--- src/core/updown_counter_pkg.sv ---
// constants shared by the up/down counter core and its next-state helper
// assumes a single 200 MHz clock and an AXI4-Lite master on the register side
package updown_counter_pkg;

   localparam int CNT_W = 4;
   localparam logic [3:0] CNT_ZERO = 4'h0;
   localparam logic [3:0] DEC_MAX = 4'h9;
   localparam logic [3:0] BIN_MAX = 4'hF;
   localparam logic [3:0] CNT_ONE = 4'h1;

   // register map, byte addresses on a 4-bit AXI4-Lite address
   localparam int ADDR_W = 4;
   localparam logic [3:0] CTRL_OFF = 4'h0;
   localparam logic [3:0] LOAD_OFF = 4'h4;
   localparam logic [3:0] STATUS_OFF = 4'h8;

   // control register fields (write-one pulses)
   localparam int CTRL_CLR_BIT = 0;
   localparam int CTRL_LOAD_BIT = 1;

   // status register fields
   localparam int STAT_CNT_LSB = 0;
   localparam int STAT_TC_BIT = 4;
   localparam int STAT_UP_BIT = 5;
   localparam int STAT_OE_BIT = 6;
   localparam int STAT_DEC_BIT = 7;

   localparam logic [3:0] LOAD_RESET = 4'h0;
   localparam logic [31:0] RDATA_RESET = 32'h0000_0000;

   localparam logic [1:0] RESP_OKAY = 2'h0;
   localparam logic [1:0] RESP_SLVERR = 2'h2;

   // operating mode, gray coded along hold -> count -> load -> clear
   typedef enum logic [1:0] {
      MODE_HOLD = 2'b00,
      MODE_COUNT = 2'b01,
      MODE_LOAD = 2'b11,
      MODE_CLEAR = 2'b10
   } mode_e;

endpackage

--- src/core/count_step.sv ---
// next count value for one up or down step, decade or binary variant
// purely combinational; the caller decides whether the step is taken
`timescale 1ns/10ps
`default_nettype none
module count_step
   import updown_counter_pkg::*;
#(
   parameter bit DECADE = 1'b1
) (
   input wire logic [3:0] count,
   input wire logic up,
   output logic [3:0] next_count
);

   logic [3:0] top;

   assign top = DECADE ? DEC_MAX : BIN_MAX;

   always_comb begin
      next_count = count;
      if (up) begin
         // values above nine in the decade variant fall straight to zero
         if (count >= top) begin
            next_count = CNT_ZERO;
         end else begin
            next_count = count + CNT_ONE;
         end
      end else begin
         if (count == CNT_ZERO) begin
            next_count = top;
         end else begin
            // illegal decade values step down by one, reaching the legal range at nine
            next_count = count - CNT_ONE;
         end
      end
   end

endmodule // count_step
`default_nettype wire

--- src/core/updown_counter.sv ---
// four-bit synchronous up/down counter, decade or binary variant,
// with cascade enables, terminal count, clocked carry and an AXI4-Lite side port
// assumes control pins come from logic on aclk; master_clear_n may be asynchronous
//
// What this block does
// - decade variant counts 0..9, wraps nine to zero up and zero to nine down.
// - binary variant counts 0..15, wrapping fifteen to zero and back.
// - state changes only on the rising clock edge, except master clear.
// - priority is async clear, sync clear, load, count, hold.
// - master clear low forces count to zero at once, without a clock.
// - sync clear low zeroes the count at the next rising edge.
// - load enable low captures the parallel data at the next edge.
// - count only when both count enables are low; otherwise hold.
// - direction high increments, low decrements.
// - terminal count low when trickle enable low and count at end of range.
// - terminal count stays low until count, direction or trickle enable changes.
// - clocked carry pulses low during clock low when carry conditions hold.
// - output enable low raises data_out_oe; high lowers it while data_out stays driven, counting continues.
// - four-bit counter, variant chosen at build time.
//
// The placing of the registers and register access over AXI4-Lite were chosen for this implementation.
`timescale 1ns/10ps
`default_nettype none
module updown_counter
   import updown_counter_pkg::*;
#(
   parameter bit DECADE = 1'b1
) (
   input wire logic aclk,
   input wire logic aresetn,
   input wire logic master_clear_n,
   input wire logic sync_clear_n,
   input wire logic load_enable_n,
   input wire logic count_enable_par_n,
   input wire logic count_enable_trickle_n,
   input wire logic count_up,
   input wire logic output_enable_n,
   input wire logic [3:0] data_in,
   output logic [3:0] data_out,
   output logic data_out_oe,
   output logic terminal_count_n,
   output logic clocked_carry_n,
   input wire logic [ADDR_W-1:0] s_axi_awaddr,
   input wire logic s_axi_awvalid,
   output logic s_axi_awready,
   input wire logic [31:0] s_axi_wdata,
   input wire logic [3:0] s_axi_wstrb,
   input wire logic s_axi_wvalid,
   output logic s_axi_wready,
   output logic [1:0] s_axi_bresp,
   output logic s_axi_bvalid,
   input wire logic s_axi_bready,
   input wire logic [ADDR_W-1:0] s_axi_araddr,
   input wire logic s_axi_arvalid,
   output logic s_axi_arready,
   output logic [31:0] s_axi_rdata,
   output logic [1:0] s_axi_rresp,
   output logic s_axi_rvalid,
   input wire logic s_axi_rready
);

   // counter state
   logic [3:0] count_q;
   logic [3:0] count_d;
   logic [3:0] step_value;
   logic [3:0] top_value;
   mode_e mode;

   // software side controls
   logic sw_clear_q;
   logic sw_clear_d;
   logic sw_load_q;
   logic sw_load_d;
   logic [3:0] load_val_q;
   logic [3:0] load_val_d;

   // bus response state
   logic bvalid_q;
   logic bvalid_d;
   logic [1:0] bresp_q;
   logic [1:0] bresp_d;
   logic rvalid_q;
   logic rvalid_d;
   logic [1:0] rresp_q;
   logic [1:0] rresp_d;
   logic [31:0] rdata_q;
   logic [31:0] rdata_d;

   logic clear_req;
   logic load_req;
   logic count_req;
   logic tc_internal;
   logic wr_go;
   logic rd_go;
   logic [31:0] status_word;

   // address decode, one set for the write path and one for the read path
   logic wr_ctrl_hit;
   logic wr_load_hit;
   logic wr_bad_addr;
   logic rd_load_hit;
   logic rd_status_hit;
   logic rd_bad_addr;

   assign top_value = DECADE ? DEC_MAX : BIN_MAX;

   count_step #(
      .DECADE(DECADE)
   ) u_step (
      .count(count_q),
      .up(count_up),
      .next_count(step_value)
   );

   // software pulses join the pin requests for exactly one edge
   assign clear_req = ~sync_clear_n | sw_clear_q;
   assign load_req = ~load_enable_n | sw_load_q;
   assign count_req = ~count_enable_par_n & ~count_enable_trickle_n;

   always_comb begin
      if (clear_req) begin
         mode = MODE_CLEAR;
      end else if (load_req) begin
         mode = MODE_LOAD;
      end else if (count_req) begin
         mode = MODE_COUNT;
      end else begin
         mode = MODE_HOLD;
      end
   end

   always_comb begin
      case (mode)
         MODE_CLEAR: begin
            count_d = CNT_ZERO;
         end
         MODE_LOAD: begin
            // the pin load wins over a software load in the same cycle
            count_d = ~load_enable_n ? data_in : load_val_q;
         end
         MODE_COUNT: begin
            count_d = step_value;
         end
         MODE_HOLD: begin
            count_d = count_q;
         end
         default: begin
            count_d = count_q;
         end
      endcase
   end

   // master clear acts without the clock and over everything else
   always_ff @(posedge aclk or negedge master_clear_n) begin
      if (!master_clear_n) begin
         count_q <= CNT_ZERO;
      end else if (!aresetn) begin
         count_q <= CNT_ZERO;
      end else begin
         count_q <= count_d;
      end
   end

   // terminal count follows state, direction and trickle enable combinationally,
   // so it stays low exactly as long as those three hold still
   always_comb begin
      tc_internal = 1'b0;
      if (!count_enable_trickle_n) begin
         if (count_up && count_q == top_value) begin
            tc_internal = 1'b1;
         end else if (!count_up && count_q == CNT_ZERO) begin
            tc_internal = 1'b1;
         end
      end
   end

   assign terminal_count_n = ~tc_internal;

   // clocked carry is gated by the clock low phase so it cannot carry the
   // decode spikes of terminal count; this is the output meant for clocking
   assign clocked_carry_n = ~(~aclk & sync_clear_n & load_enable_n & ~count_enable_par_n &
      ~count_enable_trickle_n & tc_internal);

   assign data_out = count_q;
   assign data_out_oe = ~output_enable_n;

   // register bus: write address and data are taken together, one at a time
   assign wr_go = s_axi_awvalid & s_axi_wvalid & ~bvalid_q;
   assign s_axi_awready = wr_go;
   assign s_axi_wready = wr_go;
   assign rd_go = s_axi_arvalid & ~rvalid_q;
   assign s_axi_arready = rd_go;

   // unaligned or unmapped addresses match nothing and answer with an error,
   // so a stray access can never pulse a clear or a load
   assign wr_ctrl_hit = (s_axi_awaddr == CTRL_OFF);
   assign wr_load_hit = (s_axi_awaddr == LOAD_OFF);
   assign wr_bad_addr = ~wr_ctrl_hit & ~wr_load_hit & (s_axi_awaddr != STATUS_OFF);
   assign rd_load_hit = (s_axi_araddr == LOAD_OFF);
   assign rd_status_hit = (s_axi_araddr == STATUS_OFF);
   assign rd_bad_addr = ~rd_load_hit & ~rd_status_hit & (s_axi_araddr != CTRL_OFF);

   always_comb begin
      status_word = RDATA_RESET;
      status_word[STAT_CNT_LSB +: CNT_W] = count_q;
      status_word[STAT_TC_BIT] = terminal_count_n;
      status_word[STAT_UP_BIT] = count_up;
      status_word[STAT_OE_BIT] = data_out_oe;
      status_word[STAT_DEC_BIT] = DECADE;
   end

   // a write to the status word is accepted and dropped with an okay answer;
   // the control bits are one-edge pulses, they never stick
   always_comb begin
      sw_clear_d = 1'b0;
      sw_load_d = 1'b0;
      load_val_d = load_val_q;
      bvalid_d = bvalid_q;
      bresp_d = bresp_q;
      if (bvalid_q && s_axi_bready) begin
         bvalid_d = 1'b0;
      end
      if (wr_go) begin
         bvalid_d = 1'b1;
         bresp_d = RESP_OKAY;
         if (wr_ctrl_hit) begin
            if (s_axi_wstrb[0]) begin
               sw_clear_d = s_axi_wdata[CTRL_CLR_BIT];
               sw_load_d = s_axi_wdata[CTRL_LOAD_BIT];
            end
         end else if (wr_load_hit) begin
            if (s_axi_wstrb[0]) begin
               load_val_d = s_axi_wdata[3:0];
            end
         end else if (wr_bad_addr) begin
            bresp_d = RESP_SLVERR;
         end
      end
   end

   always_ff @(posedge aclk) begin
      if (!aresetn) begin
         sw_clear_q <= 1'b0;
         sw_load_q <= 1'b0;
         load_val_q <= LOAD_RESET;
         bvalid_q <= 1'b0;
         bresp_q <= RESP_OKAY;
      end else begin
         sw_clear_q <= sw_clear_d;
         sw_load_q <= sw_load_d;
         load_val_q <= load_val_d;
         bvalid_q <= bvalid_d;
         bresp_q <= bresp_d;
      end
   end

   // the control word holds only pulses, so it reads back as zero;
   // read data is registered so it stands unchanged until rready
   always_comb begin
      rvalid_d = rvalid_q;
      rresp_d = rresp_q;
      rdata_d = rdata_q;
      if (rvalid_q && s_axi_rready) begin
         rvalid_d = 1'b0;
      end
      if (rd_go) begin
         rvalid_d = 1'b1;
         rresp_d = RESP_OKAY;
         rdata_d = RDATA_RESET;
         if (rd_load_hit) begin
            rdata_d[3:0] = load_val_q;
         end else if (rd_status_hit) begin
            rdata_d = status_word;
         end else if (rd_bad_addr) begin
            rresp_d = RESP_SLVERR;
         end
      end
   end

   always_ff @(posedge aclk) begin
      if (!aresetn) begin
         rvalid_q <= 1'b0;
         rresp_q <= RESP_OKAY;
         rdata_q <= RDATA_RESET;
      end else begin
         rvalid_q <= rvalid_d;
         rresp_q <= rresp_d;
         rdata_q <= rdata_d;
      end
   end

   assign s_axi_bvalid = bvalid_q;
   assign s_axi_bresp = bresp_q;
   assign s_axi_rvalid = rvalid_q;
   assign s_axi_rresp = rresp_q;
   assign s_axi_rdata = rdata_q;

endmodule // updown_counter
`default_nettype wire

--- config.mk ---
export PLATFORM = sky130hd
export DESIGN_NAME = updown_counter
export DESIGN_NICKNAME = d
export VERILOG_FILES = /design/src/core/updown_counter_pkg.sv /design/src/core/count_step.sv /design/src/core/updown_counter.sv
export SDC_FILE = /design/constraint.sdc
export NUM_CORES = 1
export LEC_CHECK = 0
export BUFFER_PORTS_ARGS = -buffer_cell sky130_fd_sc_hd__buf_2
export CORE_MARGIN = 1
export CORE_UTILIZATION = 39
export DETAILED_ROUTE_END_ITERATION = 12
export PLACE_DENSITY = 0.79
export SETUP_SLACK_MARGIN = 0.3
export SLEW_MARGIN = 15
export SYNTH_ARGS = -nofsm -noshare
export SYNTH_HDL_FRONTEND = slang
export SYNTH_SLANG_ARGS = --single-unit
--- constraint.sdc ---
create_clock -name aclk -period 2.1 [get_ports aclk]
set_input_delay 0.21 -clock aclk [delete_from_list [all_inputs] [get_ports aclk]]
set_output_delay 0.21 -clock aclk [all_outputs]
set_load 0.01 [all_outputs]
==> metrics.log, run 1 <==
INFO  metric detail_route.wl_per_cell = between 10 and 15 um
INFO  metric crit_path_max_cell_delay = 0.49 ns
INFO  metric critical_path_peak_fanout = 2
INFO  metric post_synth_most_frequent_cells = sky130_fd_sc_hd__buf_4 (27), sky130_fd_sc_hd__dfxtp_1 (18), sky130_fd_sc_hd__nor2_1 (18)
INFO  metric coreArea = between 0.003 and 0.004 mm^2
INFO  metric crit_path_cell_trace = buf_8 -> buf_8 -> nand3b_1 -> or4_4 -> buf_6
INFO  metric boundaryPins = 110
INFO  metric placementRows = 21
INFO  metric synth.cell_area = 0.001404 mm^2
INFO  metric drt-pass1-iter-count = 5
INFO  metric initial_utilization = 41.42%
INFO  metric routed_wl = 3250 um
INFO  metric fillers = between 300 and 400
INFO  metric worst_setup_path_end_kind = output port
INFO  metric synth-seq-cells = 22
INFO  metric nets = 298
INFO  metric num_vias = 1342
INFO  metric drc = 0
INFO  metric grt-ovfl-total = 0
INFO  metric syn-mean-instance-area = 8.258 um^2
INFO  metric final_critical_path_setup_slack = -0.1397 ns
INFO  metric die-area = 0.003843 mm^2
INFO  metric count_of_flip_flops_with_a_built_in_enable_after_synthesis = 0
INFO  metric port_buffers = 52
INFO  metric synthCells = 170
INFO  metric postRouteAntennaNets = 0
INFO  metric tritoncts_clock_tree = done
INFO  metric syn2layout_area_growth = 30.48%
INFO  metric peakVddDrop = 0.0003534 V
INFO  metric clk-insertion-delay-late = just over 0.4 ns
INFO  metric antenna_cells_inserted = 0
INFO  metric worstPathBufferInverterCount = 3
INFO  metric critPathMostFrequentCell = sky130_fd_sc_hd__buf_8
INFO  metric first_global_vias = 1230
INFO  metric crit_path_start_kind = clock port
INFO  metric yosys.cell_count.top_type = sky130_fd_sc_hd__buf_4
INFO  metric dpl_worst_slack = 0.1717 ns
INFO  metric timing.critical_path.max_delay_family = simple AND/OR/NAND/NOR gates
INFO  metric run_status = finished, violations left
INFO  metric post-synth-top-area-fraction = between 20 and 30%
INFO  metric die_width = 62.00 um
INFO  metric leakage = approximately 0.9 nW
INFO  metric critical-path-slowest-cell = sky130_fd_sc_hd__or4_4
INFO  metric antenna_violations_before_repair = 0
INFO  metric grt_start_max_net_pins = 18
INFO  metric critical_path_required = ~1.9 ns
INFO  metric number_of_maximum_capacitance_constraint_violations = 0
INFO  metric grt_use_total = 18.18%
INFO  metric top_ff_cell_synth = sky130_fd_sc_hd__dfxtp_1
INFO  metric first_pass_grt_wire_length = ~5000 um
INFO  metric timing.hold.worst.class = primary input to flip-flop
INFO  metric proportion_of_layout_cells_with_a_drive_suffix_above_1 = a little over a third
INFO  metric grt_setup_unrepaired = true
INFO  metric final_hold_fails = 0
INFO  metric dp.final_hpwl = 2392 um
INFO  metric finalSetupViolations = 2
INFO  metric synth-seq-area-share = 32.80%
INFO  metric cts.reportedPaths.clkPinSlew = 0.12 ns
INFO  metric number_of_design_rule_violations_left_by_the_first_detailed_router_iteration = 39
INFO  metric ys_types = 41
INFO  metric timing.setup.critical_path_class = clock port to output port
INFO  metric synth_top_cells_by_area = sky130_fd_sc_hd__dfxtp_1 (26%), sky130_fd_sc_hd__buf_4 (14%), sky130_fd_sc_hd__dfrtp_1 (7.1%), sky130_fd_sc_hd__nor2_1 (4.8%), sky130_fd_sc_hd__o21ai_0 (3.9%)
INFO  metric yosysWarningCount = 0
INFO  metric ys_async_sr_fraction = about 18%
INFO  metric layout_skew = 0.004755 ns
INFO  metric violations = negative setup slack
INFO  metric crit_arrival = 2.03 ns
INFO  metric die_h = 62.00 um
INFO  metric power_per_cell_area = 577.4 mW/mm^2
INFO  metric yosysTopAreaCell = sky130_fd_sc_hd__dfxtp_1
INFO  metric via_density_per_instance = 4.845
INFO  metric total_power = approximately 1.1 mW
INFO  metric pins_over_their_slew_limit = 0
INFO  metric place_congestion = a little over 0.9
==> per-stage QoR <==
step | hold slack [ns] | area [um^2] | TNS, ns | instances | utilization (%)
global placement | 0.01632 | 1628 | 0 | 264 | 48.03
CTS | 0.007397 | 1813 | -0.1153 | 276 | 53.49
finish | 0.01969 | 1832 | -0.1397 | 277 | 54.04
detailed placement | 0.01770 | 1628 | 0 | 264 | 48.03
global route | 0.01823 | 1832 | -0.1646 | 277 | 54.04
floorplan | -0.08559 | 1503 | 0 | 195 | -
==> repair_timing <==
item / 4_1_cts / 5_1_grt
hold buffers: 3 / 0
pin swaps: 2 / 3
endpoints found under the setup margin: 3 / 3
endpoints found under the hold margin: 6 / 0
buffers inserted: 2 / 1
resized for setup: 15 / 4
==> layer usage <==
metal	vias up	wire length, um	track usage [%]
li1	667	-	-
met1	612	1380	20.79
met2	55	1641	29.64
met4	0	48	11.75
met3	8	179	5.176
met5	-	0	0
==> cell usage in the layout, fill, tap and decap left out, types with 2 or more instances in the layout <==
master	n
sky130_fd_sc_hd__buf_4	7
sky130_fd_sc_hd__a22oi_1	2
sky130_fd_sc_hd__buf_8	2
sky130_fd_sc_hd__a222oi_1	4
sky130_fd_sc_hd__ha_1	2
sky130_fd_sc_hd__o21ai_0	10
sky130_fd_sc_hd__buf_2	50
sky130_fd_sc_hd__conb_1	26
sky130_fd_sc_hd__clkbuf_4	4
sky130_fd_sc_hd__dlygate4sd3_1	3
sky130_fd_sc_hd__mux2i_1	4
sky130_fd_sc_hd__inv_1	7
sky130_fd_sc_hd__ha_4	2
sky130_fd_sc_hd__and2_1	2
sky130_fd_sc_hd__o221ai_1	3
sky130_fd_sc_hd__nand4_1	2
sky130_fd_sc_hd__a21oi_1	8
sky130_fd_sc_hd__dfxtp_1	18
sky130_fd_sc_hd__a31oi_1	4
sky130_fd_sc_hd__nor2_1	18
sky130_fd_sc_hd__nand2_1	7
sky130_fd_sc_hd__buf_6	3
sky130_fd_sc_hd__nand3_1	4
sky130_fd_sc_hd__nand2b_1	8
sky130_fd_sc_hd__a211oi_1	3
sky130_fd_sc_hd__nor3b_4	2
sky130_fd_sc_hd__dfrtp_1	3
==> kinds of logic (layout without fill, tap and decap cells) <==
group / after synthesis / after routing / synth area share (%)
AOI/OAI and AO/OA: 38 / 38 / 17.56
adders and majority gates: 4 / 4 / 3.565
buffers and inverters: 44 / 80 / 19.07
and+or+nand+nor: 57 / 57 / 23.89
other: 1 / 26 / 0.2671
muxes: 4 / 4 / 2.852
DFF: 22 / 22 / 32.80
==> tightest hold or removal path, delay by kind of cell <==
kind | cells | cell delay [ns]
buf+inv | 1 | 0.07
simple gates | 1 | 0.07
mux | 1 | 0.05
==> power by group <==
| part | total (mW) | switching [mW] | internal (mW) |
|---|---|---|---|
| Sequential | 0.436 | 0.00727 | 0.429 |
| Combinational | 0.193 | 0.112 | 0.0804 |
| Clock | 0.429 | 0.156 | 0.273 |
| Total | 1.06 | 0.275 | 0.783 |
==> sequential cells by signal, summed over array words and instances (netlist names) <==
signal	count
sw_load_q	1
s_axi_rdata	8
data_out	4
s_axi_bresp	1
s_axi_rresp	1
load_val_q	4
s_axi_bvalid	1
s_axi_rvalid	1
sw_clear_q	1
==> worst paths after layout <==
path,startpoint,to,slack [ns],depth (start not counted)
max,aclk,clocked_carry_n,-0.14,5
min,s_axi_wdata[3],load_val_q[3],0.02,3
max reg2reg,s_axi_rvalid,s_axi_rdata[1],0.49,4
min reg2reg,s_axi_rdata[6],s_axi_rdata[6],0.46,2
max in group asynchronous,master_clear_n,data_out[0],1.86,2
min in group asynchronous,master_clear_n,data_out[1],0.12,2
==> layout make-up <==
| cell class | instances | area, um^2 | area share (%) |
|---|---|---|---|
| sequential | 22 | 461.7 | 25.20 |
| inverter | 10 | 40.04 | 2.186 |
| clock buffer | 8 | 96.34 | 5.260 |
| tap | 46 | 57.56 | 3.142 |
| multi-input combinational | 129 | 820.8 | 44.81 |
| timing repair buffer | 62 | 355.3 | 19.40 |
(Power assumes the default switching activity.)
==> run 2, diff against run 1 <==
Settings changed: CORE_MARGIN 1 to 2, GPL_TIMING_DRIVEN set to 0.
==> run 2 against run 1 <==
Compared with the run above:
- register-to-register slack got worse by 0.13 ns
- clock power is 14% lower
- sequential power hardly changed
- final cell count is 12% higher
- final area increased by 13%
- highest routed layer unchanged
- non-clock buffer count increased by 34
- largest power group unchanged
- wire length up 13%
- clock skew is 0.0023 ns higher
- worst hold slack got worse by 0.0095 ns
- first-iteration DRC count increased by 82%
- die area is 6.6% higher
- the flow still finishes with violations (negative setup slack)
==> metrics.log, run 2 (synthesis results as in run 1) <==
INFO  metric run_status = finished, violations left
INFO  metric power_per_cell_area = slightly above 500 mW/mm^2
INFO  metric final_hold_fails = 0
INFO  metric max_freq = 451.4 MHz
INFO  metric grt_setup_unrepaired = true
INFO  metric nets = 332
INFO  metric min_period_over_period = 105.5%
INFO  metric crit_start = aclk
INFO  metric dp.final_hpwl = between 2000 and 3000 um
INFO  metric port_buffers = 50
INFO  metric routed_wl = 3676 um
INFO  metric via_density_per_instance = around 4.8
INFO  metric r2r-start = data_out[1]
INFO  metric syn2layout_area_growth = 47.59%
INFO  metric die_h = around 64 um
INFO  metric first_pass_grt_wire_length = 6030 um
INFO  metric worst_setup_path_end_kind = output port
INFO  metric worst_hold_path.endpoint = load_val_q[2]
INFO  metric die-area = 0.004095 mm^2
INFO  metric boundaryPins = 110
INFO  metric leakage = between 1 and 1.5 nW
INFO  metric fillers = 333
INFO  metric largest_register_ff_count = 8
INFO  metric grt_use_total = 18.74%
INFO  metric timing.hold.worst.class = primary input to flip-flop
INFO  metric die_width = 64.00 um
INFO  metric cts.reportedPaths.clkPinSlew = ~0.12 ns
INFO  metric first_global_vias = 1404
INFO  metric final_critical_path_setup_slack = -0.1159 ns
INFO  metric num_vias = about 1.5k
INFO  metric violations = negative setup slack
INFO  metric leading_cell_types_in_the_layout_fill_and_taps_excluded = sky130_fd_sc_hd__buf_2 (49), sky130_fd_sc_hd__buf_4 (35), sky130_fd_sc_hd__conb_1 (26)
INFO  metric postRouteAntennaNets = 0
INFO  metric crit_path_start_kind = clock port
INFO  metric worst-r2r-setup-slack = 0.36 ns
INFO  metric period_needed = around 2.2 ns
INFO  metric regToRegEndpoint = data_out[0]
INFO  metric initial_utilization = 41.42%
INFO  metric coreArea = 0.003390 mm^2
INFO  metric peakVddDrop = 0.0003867 V
INFO  metric critical_path_peak_fanout = 2
INFO  metric layout_skew = 0.007074 ns
INFO  metric critical_path_required = 1.89 ns
INFO  metric hold_path.startpoint = s_axi_wdata[2]
INFO  metric timing.setup.critical_path_class = clock port to output port
INFO  metric pins_over_their_slew_limit = 0
INFO  metric sequential_cell_area = 462.9 um^2
INFO  metric worst_slew_margin_rel = around two thirds
INFO  metric layout.core_utilization = 61.13%
INFO  metric total_power = between 1 and 1.5 mW
INFO  metric antenna_cells_inserted = 0
INFO  metric antenna_violations_before_repair = 0
INFO  metric drt-pass1-iter-count = 4
INFO  metric number_of_design_rule_violations_left_by_the_first_detailed_router_iteration = 71
INFO  metric grt_start_max_net_pins = 13
INFO  metric grt-ovfl-total = 0
INFO  metric rr_worst_depth = 8
INFO  metric worstHoldPathCells = 3
INFO  metric tritoncts_clock_tree = done
INFO  metric placed_cell_area = 0.001810 mm^2
INFO  metric tightest_slew = 0.5015 ns
INFO  metric detail_route.wl_per_cell = 11.82 um
INFO  metric proportion_of_layout_cells_with_a_drive_suffix_above_1 = 43.02%
INFO  metric clk-insertion-delay-late = roughly 0.42 ns
INFO  metric drc = 0
INFO  metric final_common_cell = sky130_fd_sc_hd__buf_2
INFO  metric postLayoutCellArea = 0.002072 mm^2
INFO  metric number_of_maximum_capacitance_constraint_violations = 0
INFO  metric multi_input_comb_area = 818.3 um^2
INFO  metric crit_arrival = 2.01 ns
INFO  metric finalSetupViolations = 2
INFO  metric placementRows = 21
INFO  metric place_congestion = between 0.8 and 0.9
## run 2: repair_timing
| item | CTS | global route |
|---|---|---|
| resized for setup | 22 | 5 |
| buffers inserted | 8 | 3 |
| pin swaps | 2 | 1 |
| hold endpoints to repair | 5 | 0 |
| endpoints found under the setup margin | 3 | 4 |
| hold buffers | 2 | 0 |
## run 2: worst max-delay path, cell delays in order
cell and delay, ns:
sky130_fd_sc_hd__clkbuf_8 0.11, sky130_fd_sc_hd__clkbuf_8 0.12, sky130_fd_sc_hd__nand3b_1 0.16, sky130_fd_sc_hd__or4_4 0.43, sky130_fd_sc_hd__buf_6 0.14
## run 2: how the worst max path moves through the flow
stage,endpoint,cells after the start
floorplan,clocked_carry_n,2
global placement,clocked_carry_n,6
detailed placement,clocked_carry_n,6
CTS,clocked_carry_n,5
global route,clocked_carry_n,6
finish,clocked_carry_n,5
## run 2: power breakdown
group	internal, mW	switching, mW	leakage, nW
logic	0.120	0.123	0.811
registers	0.429	0.00808	0.197
clock network	0.215	0.153	0.0494
total	0.764	0.284	1.06
## run 2: final cells by class
| cell class | instances | share of cell area [%] |
|---|---|---|
| Tap cell | 46 | 2.778 |
| Multi-Input combinational cell | 129 | 39.49 |
| Sequential cell | 22 | 22.34 |
| Inverter | 10 | 2.053 |
| Clock buffer | 8 | 3.986 |
| Buffer | 34 | 11.71 |
| Timing Repair Buffer | 62 | 17.63 |
## run 2: metrics by stage
step                worst slack (ns)  std cells  TNS (ns)  hold WS, ns
finish                       -0.1159        311   -0.1159      0.01023
global route                 -0.1873        311   -0.2425      0.01091
CTS                          -0.1288        308   -0.1288     0.006443
floorplan                     0.2837        195         0     -0.08559
global placement              0.1318        291         0      0.01616
detailed placement            0.1278        291         0      0.02290
## run 2: layer usage
| layer | vias to the layer above | global-route usage (%) | part of all wire, % |
|---|---|---|---|
| li1 | 732 | - | - |
| met1 | 645 | 21.14 | 39 |
| met2 | 87 | 30.34 | 47 |
| met3 | 14 | 5.282 | 10 |
| met4 | 0 | 13.04 | 2.8 |
| met5 | - | 0 | 0 |
